**config.mk**
```make
export PLATFORM = sky130hd
export DESIGN_NAME = acfg_regs
export DESIGN_NICKNAME = d
export VERILOG_FILES = /design/src/common/acfg_pkg.sv /design/src/core/acfg_ready_pin.sv /design/src/core/acfg_regs.sv
export SDC_FILE = /design/constraint.sdc
export NUM_CORES = 1
export LEC_CHECK = 0
export BUFFER_PORTS_ARGS = -buffer_cell sky130_fd_sc_hd__buf_4
export CAP_MARGIN = 5
export CORE_MARGIN = 10
export CORE_UTILIZATION = 35
export CTS_BUF_LIST = sky130_fd_sc_hd__clkbuf_4 sky130_fd_sc_hd__clkbuf_8
export DETAILED_ROUTE_END_ITERATION = 10
export GPL_TIMING_DRIVEN = 0
export SLEW_MARGIN = 30
export SYNTH_ARGS = -nofsm -noshare
export SYNTH_HDL_FRONTEND = slang
export SYNTH_SLANG_ARGS = --single-unit
```
**constraint.sdc**
```tcl
create_clock -name clk_i -period 2.55 [get_ports clk_i]
set_input_delay 0.51 -clock clk_i [delete_from_list [all_inputs] [get_ports clk_i]]
set_output_delay 0.51 -clock clk_i [all_outputs]
set_load 0.02 [all_outputs]
```
**src/common/acfg_pkg.sv**
```systemverilog
//------------------------------------------------------------------------------
//------------------------------------------------------------------------------
package acfg_pkg;

   //---------------------------------------------------------------------------
   // Register addresses and reset values.
   //---------------------------------------------------------------------------
   localparam logic [7:0] ACFG_MODE_ADDR = 8'h02;   // Operating mode control.
   localparam logic [7:0] ACFG_CLOCK_ADDR = 8'h03;  // Clock and channel control.
   localparam logic [7:0] ACFG_GAIN_ADDR = 8'h04;   // Amplifier gain select.
   localparam logic [7:0] ACFG_CFG_ADDR = 8'h06;    // Global settings.
   localparam logic [15:0] ACFG_MODE_RST = 16'h0510;
   localparam logic [15:0] ACFG_CLOCK_RST = 16'h070e;
   localparam logic [15:0] ACFG_GAIN_RST = 16'h0000;
   localparam logic [15:0] ACFG_CFG_RST = 16'h0600;

   // Writable bits; everything else is reserved and held at zero.
   localparam logic [15:0] ACFG_MODE_MASK = 16'h3f1f;
   localparam logic [15:0] ACFG_CLOCK_MASK = 16'h07ff;
   localparam logic [15:0] ACFG_GAIN_MASK = 16'h0777;
   localparam logic [15:0] ACFG_CFG_MASK = 16'h7f00;

   //---------------------------------------------------------------------------
   // Field positions.
   //---------------------------------------------------------------------------
   localparam int ACFG_REG_CRC_BIT = 13;
   localparam int ACFG_RX_CRC_BIT = 12;
   localparam int ACFG_CRC_TYPE_BIT = 11;
   localparam int ACFG_RESET_BIT = 10;
   localparam int ACFG_WORD_LSB = 8;
   localparam int ACFG_TIMEOUT_BIT = 4;
   localparam int ACFG_SRC_LSB = 2;
   localparam int ACFG_FLOAT_BIT = 1;
   localparam int ACFG_PULSE_BIT = 0;
   localparam int ACFG_CHEN_LSB = 8;
   localparam int ACFG_DIV_LSB = 6;
   localparam int ACFG_TURBO_BIT = 5;
   localparam int ACFG_OSR_LSB = 2;
   localparam int ACFG_PWR_LSB = 0;
   localparam int ACFG_GAIN0_LSB = 0;
   localparam int ACFG_GAIN1_LSB = 4;
   localparam int ACFG_GAIN2_LSB = 8;
   localparam int ACFG_DIGITAL_OUT_ENABLE_BIT = 14;
   localparam int ACFG_DIGITAL_OUT_LEVEL_BIT = 13;
   localparam int ACFG_DLY_LSB = 9;
   localparam int ACFG_CHOP_BIT = 8;

   //---------------------------------------------------------------------------
   // Timing.
   //---------------------------------------------------------------------------
   localparam int ACFG_CLK_NS = 25;          // System clock period.
   localparam int ACFG_PULSE_NS = 100;       // Ready pulse low time, least.
   localparam int ACFG_PULSE_CYC = (ACFG_PULSE_NS + ACFG_CLK_NS - 1) / ACFG_CLK_NS;
   localparam logic [14:0] ACFG_TURBO_RATIO = 15'h0040;
   localparam logic [14:0] ACFG_BASE_RATIO = 15'h0080;

   // Ready pin states, Gray coded along idle, level, pulse.
   typedef enum logic [1:0] {
      ACFG_RDY_IDLE = 2'b00,
      ACFG_RDY_LEVEL = 2'b01,
      ACFG_RDY_PULSE = 2'b11
   } acfg_rdy_state_t;

endpackage

```
**src/core/acfg_ready_pin.sv**
```systemverilog
`timescale 1ns/1ps
module acfg_ready_pin
   import acfg_pkg::*;
(
   // Clock and reset.
   input wire logic clk_i,
   input wire logic resetn_i,
   // Configuration.
   input wire logic [2:0] channel_enable_i,
   input wire logic [1:0] ready_source_select_i,
   input wire logic ready_idle_float_i,
   input wire logic ready_pulse_format_i,
   // Conversion events.
   input wire logic [2:0] chan_ready_i,
   input wire logic data_read_i,
   // Pin and status.
   output logic data_ready_pin_o,
   output logic data_ready_pin_oe_o,
   output logic [2:0] pending_o
);

   //---------------------------------------------------------------------------
   // State.
   //---------------------------------------------------------------------------
   acfg_rdy_state_t state, next_state;   // Pin sequencer.
   logic [2:0] pending, next_pending;    // Per-channel new-data flags.
   logic [2:0] pulse_cnt, next_pulse_cnt; // Pulse low-time counter.
   logic active, next_active;            // Selected source asserted last cycle.
   logic next_pin, next_oe;
   logic cond;                           // Selected source condition.
   logic trigger;                        // Event that starts a pulse.

   //---------------------------------------------------------------------------
   // Next-state logic.
   //---------------------------------------------------------------------------
   always_comb begin
      // A new sample beats a concurrent read so no conversion goes unseen.
      next_pending = (data_read_i ? 3'b000 : pending) | (chan_ready_i & channel_enable_i);
      unique case (ready_source_select_i)
         2'b00: begin
            // Lagging: wait until every enabled channel has data.
            cond = (|channel_enable_i) && (&(pending | ~channel_enable_i));
         end
         default: begin
            cond = |(pending & channel_enable_i);
         end
      endcase
      next_active = cond;
      // The OR source retriggers on every arrival; the others when their condition rises.
      if (ready_source_select_i == 2'b01) begin
         trigger = |(chan_ready_i & channel_enable_i);
      end else begin
         trigger = cond && !active;
      end
      next_state = state;
      next_pulse_cnt = pulse_cnt;
      unique case (state)
         ACFG_RDY_IDLE: begin
            if (ready_pulse_format_i && trigger) begin
               next_state = ACFG_RDY_PULSE;
               next_pulse_cnt = 3'(ACFG_PULSE_CYC - 1);
            end else if (!ready_pulse_format_i && cond) begin
               next_state = ACFG_RDY_LEVEL;
            end
         end
         ACFG_RDY_LEVEL: begin
            if (!cond || ready_pulse_format_i) begin
               next_state = ACFG_RDY_IDLE;
            end
         end
         ACFG_RDY_PULSE: begin
            // The pulse length is fixed; it does not stretch for late data.
            if (pulse_cnt == 3'h0) begin
               next_state = ACFG_RDY_IDLE;
            end else begin
               next_pulse_cnt = pulse_cnt - 3'h1;
            end
         end
         default: begin
            next_state = ACFG_RDY_IDLE;
         end
      endcase
      // Drive low whenever asserting; idle is high or floating.
      next_pin = (next_state == ACFG_RDY_IDLE);
      next_oe = (next_state != ACFG_RDY_IDLE) || !ready_idle_float_i;
   end

   //---------------------------------------------------------------------------
   // Registers.
   //---------------------------------------------------------------------------
   always_ff @(posedge clk_i or negedge resetn_i) begin
      if (!resetn_i) begin
         state <= ACFG_RDY_IDLE;
         pending <= 3'h0;
         pulse_cnt <= 3'h0;
         active <= 1'b0;
         data_ready_pin_o <= 1'b1;
         data_ready_pin_oe_o <= 1'b1;
      end else begin
         state <= next_state;
         pending <= next_pending;
         pulse_cnt <= next_pulse_cnt;
         active <= next_active;
         data_ready_pin_o <= next_pin;
         data_ready_pin_oe_o <= next_oe;
      end
   end

   assign pending_o = pending;
endmodule

```
**src/core/acfg_regs.sv**
```systemverilog
`timescale 1ns/1ps
module acfg_regs
   import acfg_pkg::*;
(
   // Clock and reset.
   input wire logic clk_i,
   input wire logic resetn_i,
   // Register access from the serial frame decoder.
   input wire logic wr_en_i,
   input wire logic rd_en_i,
   input wire logic [7:0] addr_i,
   input wire logic [15:0] wr_data_i,
   output logic [15:0] rd_data_o,
   output logic rd_valid_o,
   // CRC and frame controls.
   output logic reg_crc_en_o,
   output logic rx_crc_en_o,
   output logic crc_ansi_o,
   output logic reset_flag_clear_o,
   output logic [1:0] word_size_select_o,
   output logic timeout_en_o,
   // Converter controls.
   output logic [2:0] channel_enable_o,
   output logic mod_clk_en_o,
   output logic [14:0] oversampling_ratio_o,
   output logic [1:0] power_profile_o,
   output logic [7:0] amp_gain_channel_zero_o,
   output logic [7:0] amp_gain_channel_one_o,
   output logic [7:0] amp_gain_channel_two_o,
   // Global chop.
   input wire logic chop_start_i,
   output logic chop_enable_o,
   output logic chop_done_o,
   // Digital output pin.
   output logic digital_out_o,
   output logic digital_out_oe_o,
   // Data-ready pin.
   input wire logic [2:0] chan_ready_i,
   input wire logic data_read_i,
   output logic data_ready_pin_o,
   output logic data_ready_pin_oe_o
);

   //---------------------------------------------------------------------------
   // Helper functions.
   //---------------------------------------------------------------------------
   // Gain factor two to the code.
   function automatic logic [7:0] gain_factor(input logic [2:0] code);
      gain_factor = 8'h01 << code;
   endfunction

   // Divider terminal count, one less than the ratio.
   function automatic logic [3:0] div_last(input logic [1:0] code);
      unique case (code)
         2'b00: div_last = 4'h1;
         2'b01: div_last = 4'h3;
         2'b10: div_last = 4'h7;
         default: div_last = 4'hb;
      endcase
   endfunction

   //---------------------------------------------------------------------------
   // Register file.
   //---------------------------------------------------------------------------
   logic [15:0] operating_mode_control, next_mode;
   logic [15:0] clock_and_channel_control, next_clock;
   logic [15:0] amplifier_gain_select, next_gain;
   logic [15:0] global_settings, next_cfg;
   logic [15:0] next_rd_data;
   logic next_rd_valid, next_reset_clear;

   // Decodes host accesses. Reserved bits are masked off on write so that
   // readback always shows them as zero.
   always_comb begin
      next_mode = operating_mode_control;
      next_clock = clock_and_channel_control;
      next_gain = amplifier_gain_select;
      next_cfg = global_settings;
      next_reset_clear = 1'b0;
      next_rd_valid = rd_en_i;
      next_rd_data = 16'h0000;
      if (wr_en_i) begin
         if (addr_i == ACFG_MODE_ADDR) begin
            next_mode = wr_data_i & ACFG_MODE_MASK;
            // Writing zero to the reset bit clears the status flag.
            next_reset_clear = !wr_data_i[ACFG_RESET_BIT];
         end else if (addr_i == ACFG_CLOCK_ADDR) begin
            // Reserved power codes are stored as written; the host avoids them.
            next_clock = wr_data_i & ACFG_CLOCK_MASK;
         end else if (addr_i == ACFG_GAIN_ADDR) begin
            next_gain = wr_data_i & ACFG_GAIN_MASK;
         end else if (addr_i == ACFG_CFG_ADDR) begin
            next_cfg = wr_data_i & ACFG_CFG_MASK;
         end
      end
      // Unmapped reads return zero.
      if (rd_en_i) begin
         if (addr_i == ACFG_MODE_ADDR) begin
            next_rd_data = operating_mode_control;
         end else if (addr_i == ACFG_CLOCK_ADDR) begin
            next_rd_data = clock_and_channel_control;
         end else if (addr_i == ACFG_GAIN_ADDR) begin
            next_rd_data = amplifier_gain_select;
         end else if (addr_i == ACFG_CFG_ADDR) begin
            next_rd_data = global_settings;
         end
      end
   end

   // Stores the registers. The reset bit comes up set after every reset.
   always_ff @(posedge clk_i or negedge resetn_i) begin
      if (!resetn_i) begin
         operating_mode_control <= ACFG_MODE_RST;
         clock_and_channel_control <= ACFG_CLOCK_RST;
         amplifier_gain_select <= ACFG_GAIN_RST;
         global_settings <= ACFG_CFG_RST;
         rd_data_o <= 16'h0000;
         rd_valid_o <= 1'b0;
         reset_flag_clear_o <= 1'b0;
      end else begin
         operating_mode_control <= next_mode;
         clock_and_channel_control <= next_clock;
         amplifier_gain_select <= next_gain;
         global_settings <= next_cfg;
         rd_data_o <= next_rd_data;
         rd_valid_o <= next_rd_valid;
         reset_flag_clear_o <= next_reset_clear;
      end
   end

   // Plain controls come straight from the register flops.
   assign reg_crc_en_o = operating_mode_control[ACFG_REG_CRC_BIT];
   assign rx_crc_en_o = operating_mode_control[ACFG_RX_CRC_BIT];
   assign crc_ansi_o = operating_mode_control[ACFG_CRC_TYPE_BIT];
   assign word_size_select_o = operating_mode_control[ACFG_WORD_LSB +: 2];
   assign timeout_en_o = operating_mode_control[ACFG_TIMEOUT_BIT];
   assign channel_enable_o = clock_and_channel_control[ACFG_CHEN_LSB +: 3];
   assign power_profile_o = clock_and_channel_control[ACFG_PWR_LSB +: 2];
   assign chop_enable_o = global_settings[ACFG_CHOP_BIT];

   //---------------------------------------------------------------------------
   // Modulator clock divider and derived settings.
   //---------------------------------------------------------------------------
   logic [3:0] div_cnt, next_div_cnt;
   logic next_mod_en;
   logic [14:0] next_ratio;
   logic next_gpo, next_gpo_oe;

   // A shrinking ratio restarts the count so the divider never runs away.
   always_comb begin
      next_mod_en = 1'b0;
      if (div_cnt >= div_last(clock_and_channel_control[ACFG_DIV_LSB +: 2])) begin
         next_div_cnt = 4'h0;
         next_mod_en = 1'b1;
      end else begin
         next_div_cnt = div_cnt + 4'h1;
      end
      if (clock_and_channel_control[ACFG_TURBO_BIT]) begin
         next_ratio = ACFG_TURBO_RATIO;
      end else begin
         next_ratio = ACFG_BASE_RATIO << clock_and_channel_control[ACFG_OSR_LSB +: 3];
      end
      next_gpo_oe = global_settings[ACFG_DIGITAL_OUT_ENABLE_BIT];
      next_gpo = global_settings[ACFG_DIGITAL_OUT_ENABLE_BIT] && global_settings[ACFG_DIGITAL_OUT_LEVEL_BIT];
   end

   always_ff @(posedge clk_i or negedge resetn_i) begin
      if (!resetn_i) begin
         div_cnt <= 4'h0;
         mod_clk_en_o <= 1'b0;
         oversampling_ratio_o <= 15'h0400;
         amp_gain_channel_zero_o <= 8'h01;
         amp_gain_channel_one_o <= 8'h01;
         amp_gain_channel_two_o <= 8'h01;
         digital_out_o <= 1'b0;
         digital_out_oe_o <= 1'b0;
      end else begin
         div_cnt <= next_div_cnt;
         mod_clk_en_o <= next_mod_en;
         oversampling_ratio_o <= next_ratio;
         amp_gain_channel_zero_o <= gain_factor(amplifier_gain_select[ACFG_GAIN0_LSB +: 3]);
         amp_gain_channel_one_o <= gain_factor(amplifier_gain_select[ACFG_GAIN1_LSB +: 3]);
         amp_gain_channel_two_o <= gain_factor(amplifier_gain_select[ACFG_GAIN2_LSB +: 3]);
         digital_out_o <= next_gpo;
         digital_out_oe_o <= next_gpo_oe;
      end
   end

   //---------------------------------------------------------------------------
   // Global-chop settle delay.
   //---------------------------------------------------------------------------
   logic [16:0] chop_cnt, next_chop_cnt;
   logic chop_busy, next_chop_busy;
   logic next_chop_done;

   // Counts modulator periods; with chop off measurement starts at once.
   always_comb begin
      next_chop_cnt = chop_cnt;
      next_chop_busy = chop_busy;
      next_chop_done = 1'b0;
      if (chop_start_i) begin
         if (global_settings[ACFG_CHOP_BIT]) begin
            next_chop_busy = 1'b1;
            next_chop_cnt = 17'h0_0002 << global_settings[ACFG_DLY_LSB +: 4];
         end else begin
            next_chop_done = 1'b1;
         end
      end else if (chop_busy && mod_clk_en_o) begin
         next_chop_cnt = chop_cnt - 17'h0_0001;
         if (chop_cnt == 17'h0_0001) begin
            next_chop_busy = 1'b0;
            next_chop_done = 1'b1;
         end
      end
   end

   always_ff @(posedge clk_i or negedge resetn_i) begin
      if (!resetn_i) begin
         chop_cnt <= 17'h0_0000;
         chop_busy <= 1'b0;
         chop_done_o <= 1'b0;
      end else begin
         chop_cnt <= next_chop_cnt;
         chop_busy <= next_chop_busy;
         chop_done_o <= next_chop_done;
      end
   end

   //---------------------------------------------------------------------------
   // Data-ready pin driver.
   //---------------------------------------------------------------------------
   acfg_ready_pin u_ready_pin (
      .clk_i(clk_i),
      .resetn_i(resetn_i),
      .channel_enable_i(channel_enable_o),
      .ready_source_select_i(operating_mode_control[ACFG_SRC_LSB +: 2]),
      .ready_idle_float_i(operating_mode_control[ACFG_FLOAT_BIT]),
      .ready_pulse_format_i(operating_mode_control[ACFG_PULSE_BIT]),
      .chan_ready_i(chan_ready_i),
      .data_read_i(data_read_i),
      .data_ready_pin_o(data_ready_pin_o),
      .data_ready_pin_oe_o(data_ready_pin_oe_o),
      .pending_o()
   );
endmodule

```
======== After elaboration in Yosys (flattened, before gate mapping) ========
Index checks and enable logic that the tools add are counted.
Widths: inputs -> output; s select.
cells by class
  add/subtract/negate cells ............... 3
  multipliers ............................. 0
  divide/modulo/power cells ............... 0
  $lt $le $gt $ge ......................... 1
  equality and inequality tests ........... 13
  shift-type cells ........................ 5
  mux-type cells .......................... 33
  bitwise logic cells ..................... 8
  reductions and logical operators ........ 33
operators with widths
  kind                   count
  $mux 15                6
  $mux 17                3
  $shl 1x3->8 const A    3
  $eq 17x1->1 const B    1
  $shl 2x4->17 const A   1
  $sub 17x1->17 const B  1
  $eq 8x2->1 const B     2
  $eq 8x3->1 const B     2
  $shl 8x3->15 const A   1
  $mux 1                 13
  $pmux 4 s3             1
  $reduce_and 3->1       4
  $mux 3                 3
  $reduce_or 3->1        3
  $logic_not 2->1        4
  $mux 2                 4
  $reduce_bool 2->1      4
  $and 3x3->3            2
  $eq 2x1->1 const B     3
  $logic_and 1x1->1      6
  $or 3x3->3             2
  $pmux 2 s3             1
  $pmux 3 s2             1
  $logic_not 1->1        5
  other kinds (14)       20
word-level totals
  register bits after elaboration ......... 132
  latch bits .............................. 0
  memory bits (writable) .................. 0
  ROM bits ................................ 0
  bits of input ports ..................... 33
  output and inout port bits .............. 75
  word-level logic and storage cells ...... 120
  memories ................................ 0

======== Depth between registers and ports, before layout ========
  depth in word-level cells ............... 12
  depth in mapped cells ................... 9
  gate-level depth less buffers ........... 8

======== By module ========
Synthesis repeated with hierarchy kept, for this count alone.
unflattened totals
  cells, all modules ...................... 496
  area, all modules ....................... 5547.8 µm²
modules (own cells, without submodules)
  module          instances  cells each  area each (µm²)  seq. area each (µm²)
  acfg_regs       1          439         4978.5           2871.5
  acfg_ready_pin  1          57          569.3            277.8

======== Least setup slack after synthesis ========
No wires, ideal clock.
  kind .................................... input port to flip-flop
  from .................................... in addr_i[5]
  to ...................................... reg amplifier_gain_select[0]
  library setup time ...................... 0.125 ns
  data arrival time ....................... 2.094 ns
  required time ........................... 2.425 ns
  slack ................................... 0.331 ns
  stages .................................. 7
  path buffers ............................ 1
  cells stage by stage .................... or4_4 > nor3_4 > nand2_2 > nor2_8 > and3_1 > buf_6 > mux2_4
on the way
  longest elaborated chain between the ends .. 3
  elaborated cells on any way between the ends .. 6
  those cells by class .................... 3 x eq/ne; 2 x bitwise; 1 x reduce/logical
RTL lines
  element                        line                              text
  from (decl)                    acfg_regs.sv:11                   input wire logic [7:0] addr_i,
  $eq 8x2->1 (on tied branches)  acfg_regs.sv:87, acfg_regs.sv:83
  $not 1->1 (no line)            --
  $reduce_and 4->1 (no line) *   --
  to (signal assigned)           acfg_regs.sv:123                  amplifier_gain_select <= next_gain;
  to (decl)                      acfg_regs.sv:67                   logic [15:0] amplifier_gain_select, next_gain;
Mark *: on every way between the ends. The rest lies on a longest branch, timed or not.
A chain may end at the register's enable or synchronous reset.

======== Worst setup path after layout ========
  from .................................... reg chop_cnt[6]
  to ...................................... reg chop_cnt[16]
on the way
  longest elaborated chain between the ends .. 3
RTL lines
  element                 line              text
  from (decl)             acfg_regs.sv:192  logic [16:0] chop_cnt, next_chop_cnt;
  from (signal assigned)  acfg_regs.sv:223  chop_cnt <= next_chop_cnt;
  $sub 17x1->17           acfg_regs.sv:209  next_chop_cnt = chop_cnt - 17'h0_0001;
  $mux 17                 acfg_regs.sv:208  end else if (chop_busy && mod_clk_en_o) begin
  $mux 17                 acfg_regs.sv:201  if (chop_start_i) begin
No other way between the ends. The select of a mux whose other input is x is not followed.

==> impl_metrics.tcl <==
set metrics [dict create \
    rows 46 \
    path_max_fanout 7 \
    start_kind "register" \
    numPortBuffers 98 \
    rsz0062_at_grt "no" \
    post-dp-hpwl_um 11000 \
    synth.largest_area_cell "dfrtp_1" \
    grt_util_met3_pct 4.94 \
    min_path_type "input port to register" \
    cp_cell_sequence "nor4_1 -> and2_0 -> clkbuf_1 -> and3_1 -> mux2i_1 -> o21ai_0" \
    viasPerCell 5.04 \
    synth_commonest_cells "dfrtp_1, o21ai_0, nor2_1, nand2_1, mux2_2" \
    first_pass_iters 5 \
    cp_top_family "simple AND/OR/NAND/NOR gates" \
    netlist_instances 508 \
    use_met1_pct 18.0 \
    fin_ws_ns 0.262 \
    path_clk_slew_ns 0.09 \
    synth-warning-count 0 \
    status "finished, final reports clean" \
    worst_pin_slew_ns 0.851 \
    slowest_stage "nor4_1" \
    hold_violations 0 \
    drt-initial-drc-count 279 \
    fin_skew_ns 0.00984 \
    die_width_um 147 \
    synth_area_um2 5640 \
    antenna_cells 0 \
    num_io_pins 108 \
    htree_levels 4 \
    placed_area_um2 6710 \
    period_share_pct 89.7 \
    cts_buffer_depth 2 \
    ant_nets 0 \
    fmax_mhz 437 \
    busiest_layer "met2" \
    grt_pass1_vias 4486 \
    ys_types 61 \
    grt-ovfl-total 0 \
    required_ns 2.86 \
    layout-drive-gt1-share_pct 33.4 \
    maxCapViolations 0 \
    synthTopCellsByArea "dfrtp_1, dfstp_2, mux2_2" \
    wire_per_inst_um 17.7 \
    fillerInstances 1517 \
    layout-area-overhead-vs-synth_pct 26.7 \
    total_power_w 0.00548 \
    final_area_um2 7150 \
    syn_avg_cell_area_um2 11.1 \
    synth-main-ff-cell "dfrtp_1" \
    core-area_um2 15800 \
    seq_area_frac_synth_pct 55.8 \
    clkLatencyLatePin_ns 0.45 \
    grt_pass1_wl_um 24700 \
    fin_nets 678 \
    cp.arrival_ns 2.60 \
    grt_max_degree 92 \
    grt_util_all_layers_pct 14.4 \
    routed_wl_um 15200 \
    cts_setup_buffers 0 \
    critPathMaxStageDelay_ns 0.74 \
    setup_viol 0 \
    yosysMostFrequentCell "dfrtp_1" \
    initial_utilization_pct 35.7 \
    crit_buf_inv 1 \
    synth-seq-cells 125 \
    dieArea_um2 21600 \
    leakagePower_nw 3.39 \
    fin_util_pct 45.2 \
    die_h_um 147 \
    clock-root-buffer "clkbuf_8" \
    antenna_found_initial 0 \
    place_congestion 0.833 \
    critPathKind "register to register" \
    place_ws_ns -0.0111 \
    cp-end-kind "register" \
    globalRouteMet2Util_pct 23.2 \
    synth_edf_count 0 \
    post-route-drc-count 0 \
    vias 4343 \
    cts_made_buffers 17 \
    drv_slew 0 \
    synthArstFlopShare_pct 100 \
    p_per_area_nw_per_um2 767 \
    synth_top_area_share_pct 47.9 \
    max-vdd-ir-drop_mv 0.303 \
    clock-sinks 125 \
    fin_crit_ns 2.29 \
    cts_tree "done" \
    relSlewSlack_pct 42.7 \
]
==> cells in the final DEF (no fill, tap or decap), types with 11 or more instances in the layout <==
cell type and count:
ha_1 12, nor2b_1 11, dfstp_2 17, clkbuf_1 22, a21oi_1 17, buf_4 112, nand2_1 34, nand2b_1 12
clkbuf_8 17, nor3_1 18, nor2_1 35, inv_1 18, o21ai_0 36, dfrtp_1 108, mux2_2 29
==> final timing paths <==
| path | start | to | slack (ns) | cells after the start |
|---|---|---|---|---|
| worst max-delay path | chop_cnt[6]$_DFFE_PN0P_ | chop_cnt[16]$_DFFE_PN0P_ | 0.26 | 6 |
| worst min-delay path | rd_en_i | rd_valid_o$_DFF_PN0_ | 0.22 | 1 |
| worst max register to register | chop_cnt[6]$_DFFE_PN0P_ | chop_cnt[16]$_DFFE_PN0P_ | 0.26 | 6 |
| worst min register to register | global_settings[14]$_DFFE_PN0P_ | digital_out_oe_o$_DFF_PN0_ | 0.43 | 0 |
| max in group asynchronous | resetn_i | oversampling_ratio_o[10]$_DFF_PN1_ | 1.27 | 3 |
| min in group asynchronous | resetn_i | chop_cnt[15]$_DFFE_PN0P_ | 0.53 | 2 |
==> cell type report <==
class / instances / area (µm²) / share of cell area, %
multi-input cells: 328 / 2230 / 31.2
clock buffers: 17 / 234 / 3.27
flip-flops and latches: 125 / 3150 / 44.1
plain buffers: 43 / 230 / 3.22
clock inverters: 15 / 186 / 2.61
repair buffers: 100 / 781 / 10.9
inverters: 18 / 67.6 / 0.945
well taps: 216 / 270 / 3.78
==> registers in the layout (all words and copies together), names as in the netlist, 2 cells and up <==
name                       flops
chop_cnt                      17
u_ready_pin.pulse_cnt          3
rd_data_o                     15
operating_mode_control        11
clock_and_channel_control     11
global_settings                7
u_ready_pin.state              2
amplifier_gain_select          9
oversampling_ratio_o           9
amp_gain_channel_one_o         8
amp_gain_channel_zero_o        8
amp_gain_channel_two_o         8
u_ready_pin.pending_o          3
div_cnt                        4
==> worst register-to-register path: cells and delay by family, from the launching register on <==
kind            cells  cell delay (ns)
mux                 1             0.18
compound gates      1             0.10
simple gates        3             1.20
flops               1             0.40
buf+inv             1             0.28
==> logic make-up after synthesis <==
logic type | Yosys count | synth area share [%]
adder cells (fa/ha/maj) | 12 | 2.66
flip-flops | 125 | 55.8
AO/OA/AOI/OAI | 99 | 11.2
AND/OR/NAND/NOR | 169 | 16.4
XOR/XNOR | 2 | 0.310
multiplexers | 39 | 8.36
other | 1 | 0.0665
buffers and inverters | 61 | 5.28
==> metal layers <==
metal	part of all wire, %	wire length, µm
met1	45	6790
met2	48	7350
met3	5.5	836
met4	1.6	251
met5	0	0
==> stage by stage <==
stage               hold WS, ns  std cells  setup TNS, ns
global placement          0.394        828              0
global route              0.205        862              0
floorplan                 0.214        514              0
detailed placement        0.403        829        -0.0573
CTS                       0.201        862              0
finish                    0.222        862              0
==> what timing repair did <==
item / CTS / global route
gates resized for setup: 0 / 2
hold buffers: 1 / 0
hold endpoints to repair: 31 / 0
setup endpoints to repair: 0 / 6
==> power by group <==
group | switching (W) | internal, W
clock network | 0.000870 | 0.000979
registers | 0.000233 | 0.00222
logic | 0.000703 | 0.000471
total | 0.00181 | 0.00367
Note: power is estimated with default switching activity, not from simulation.
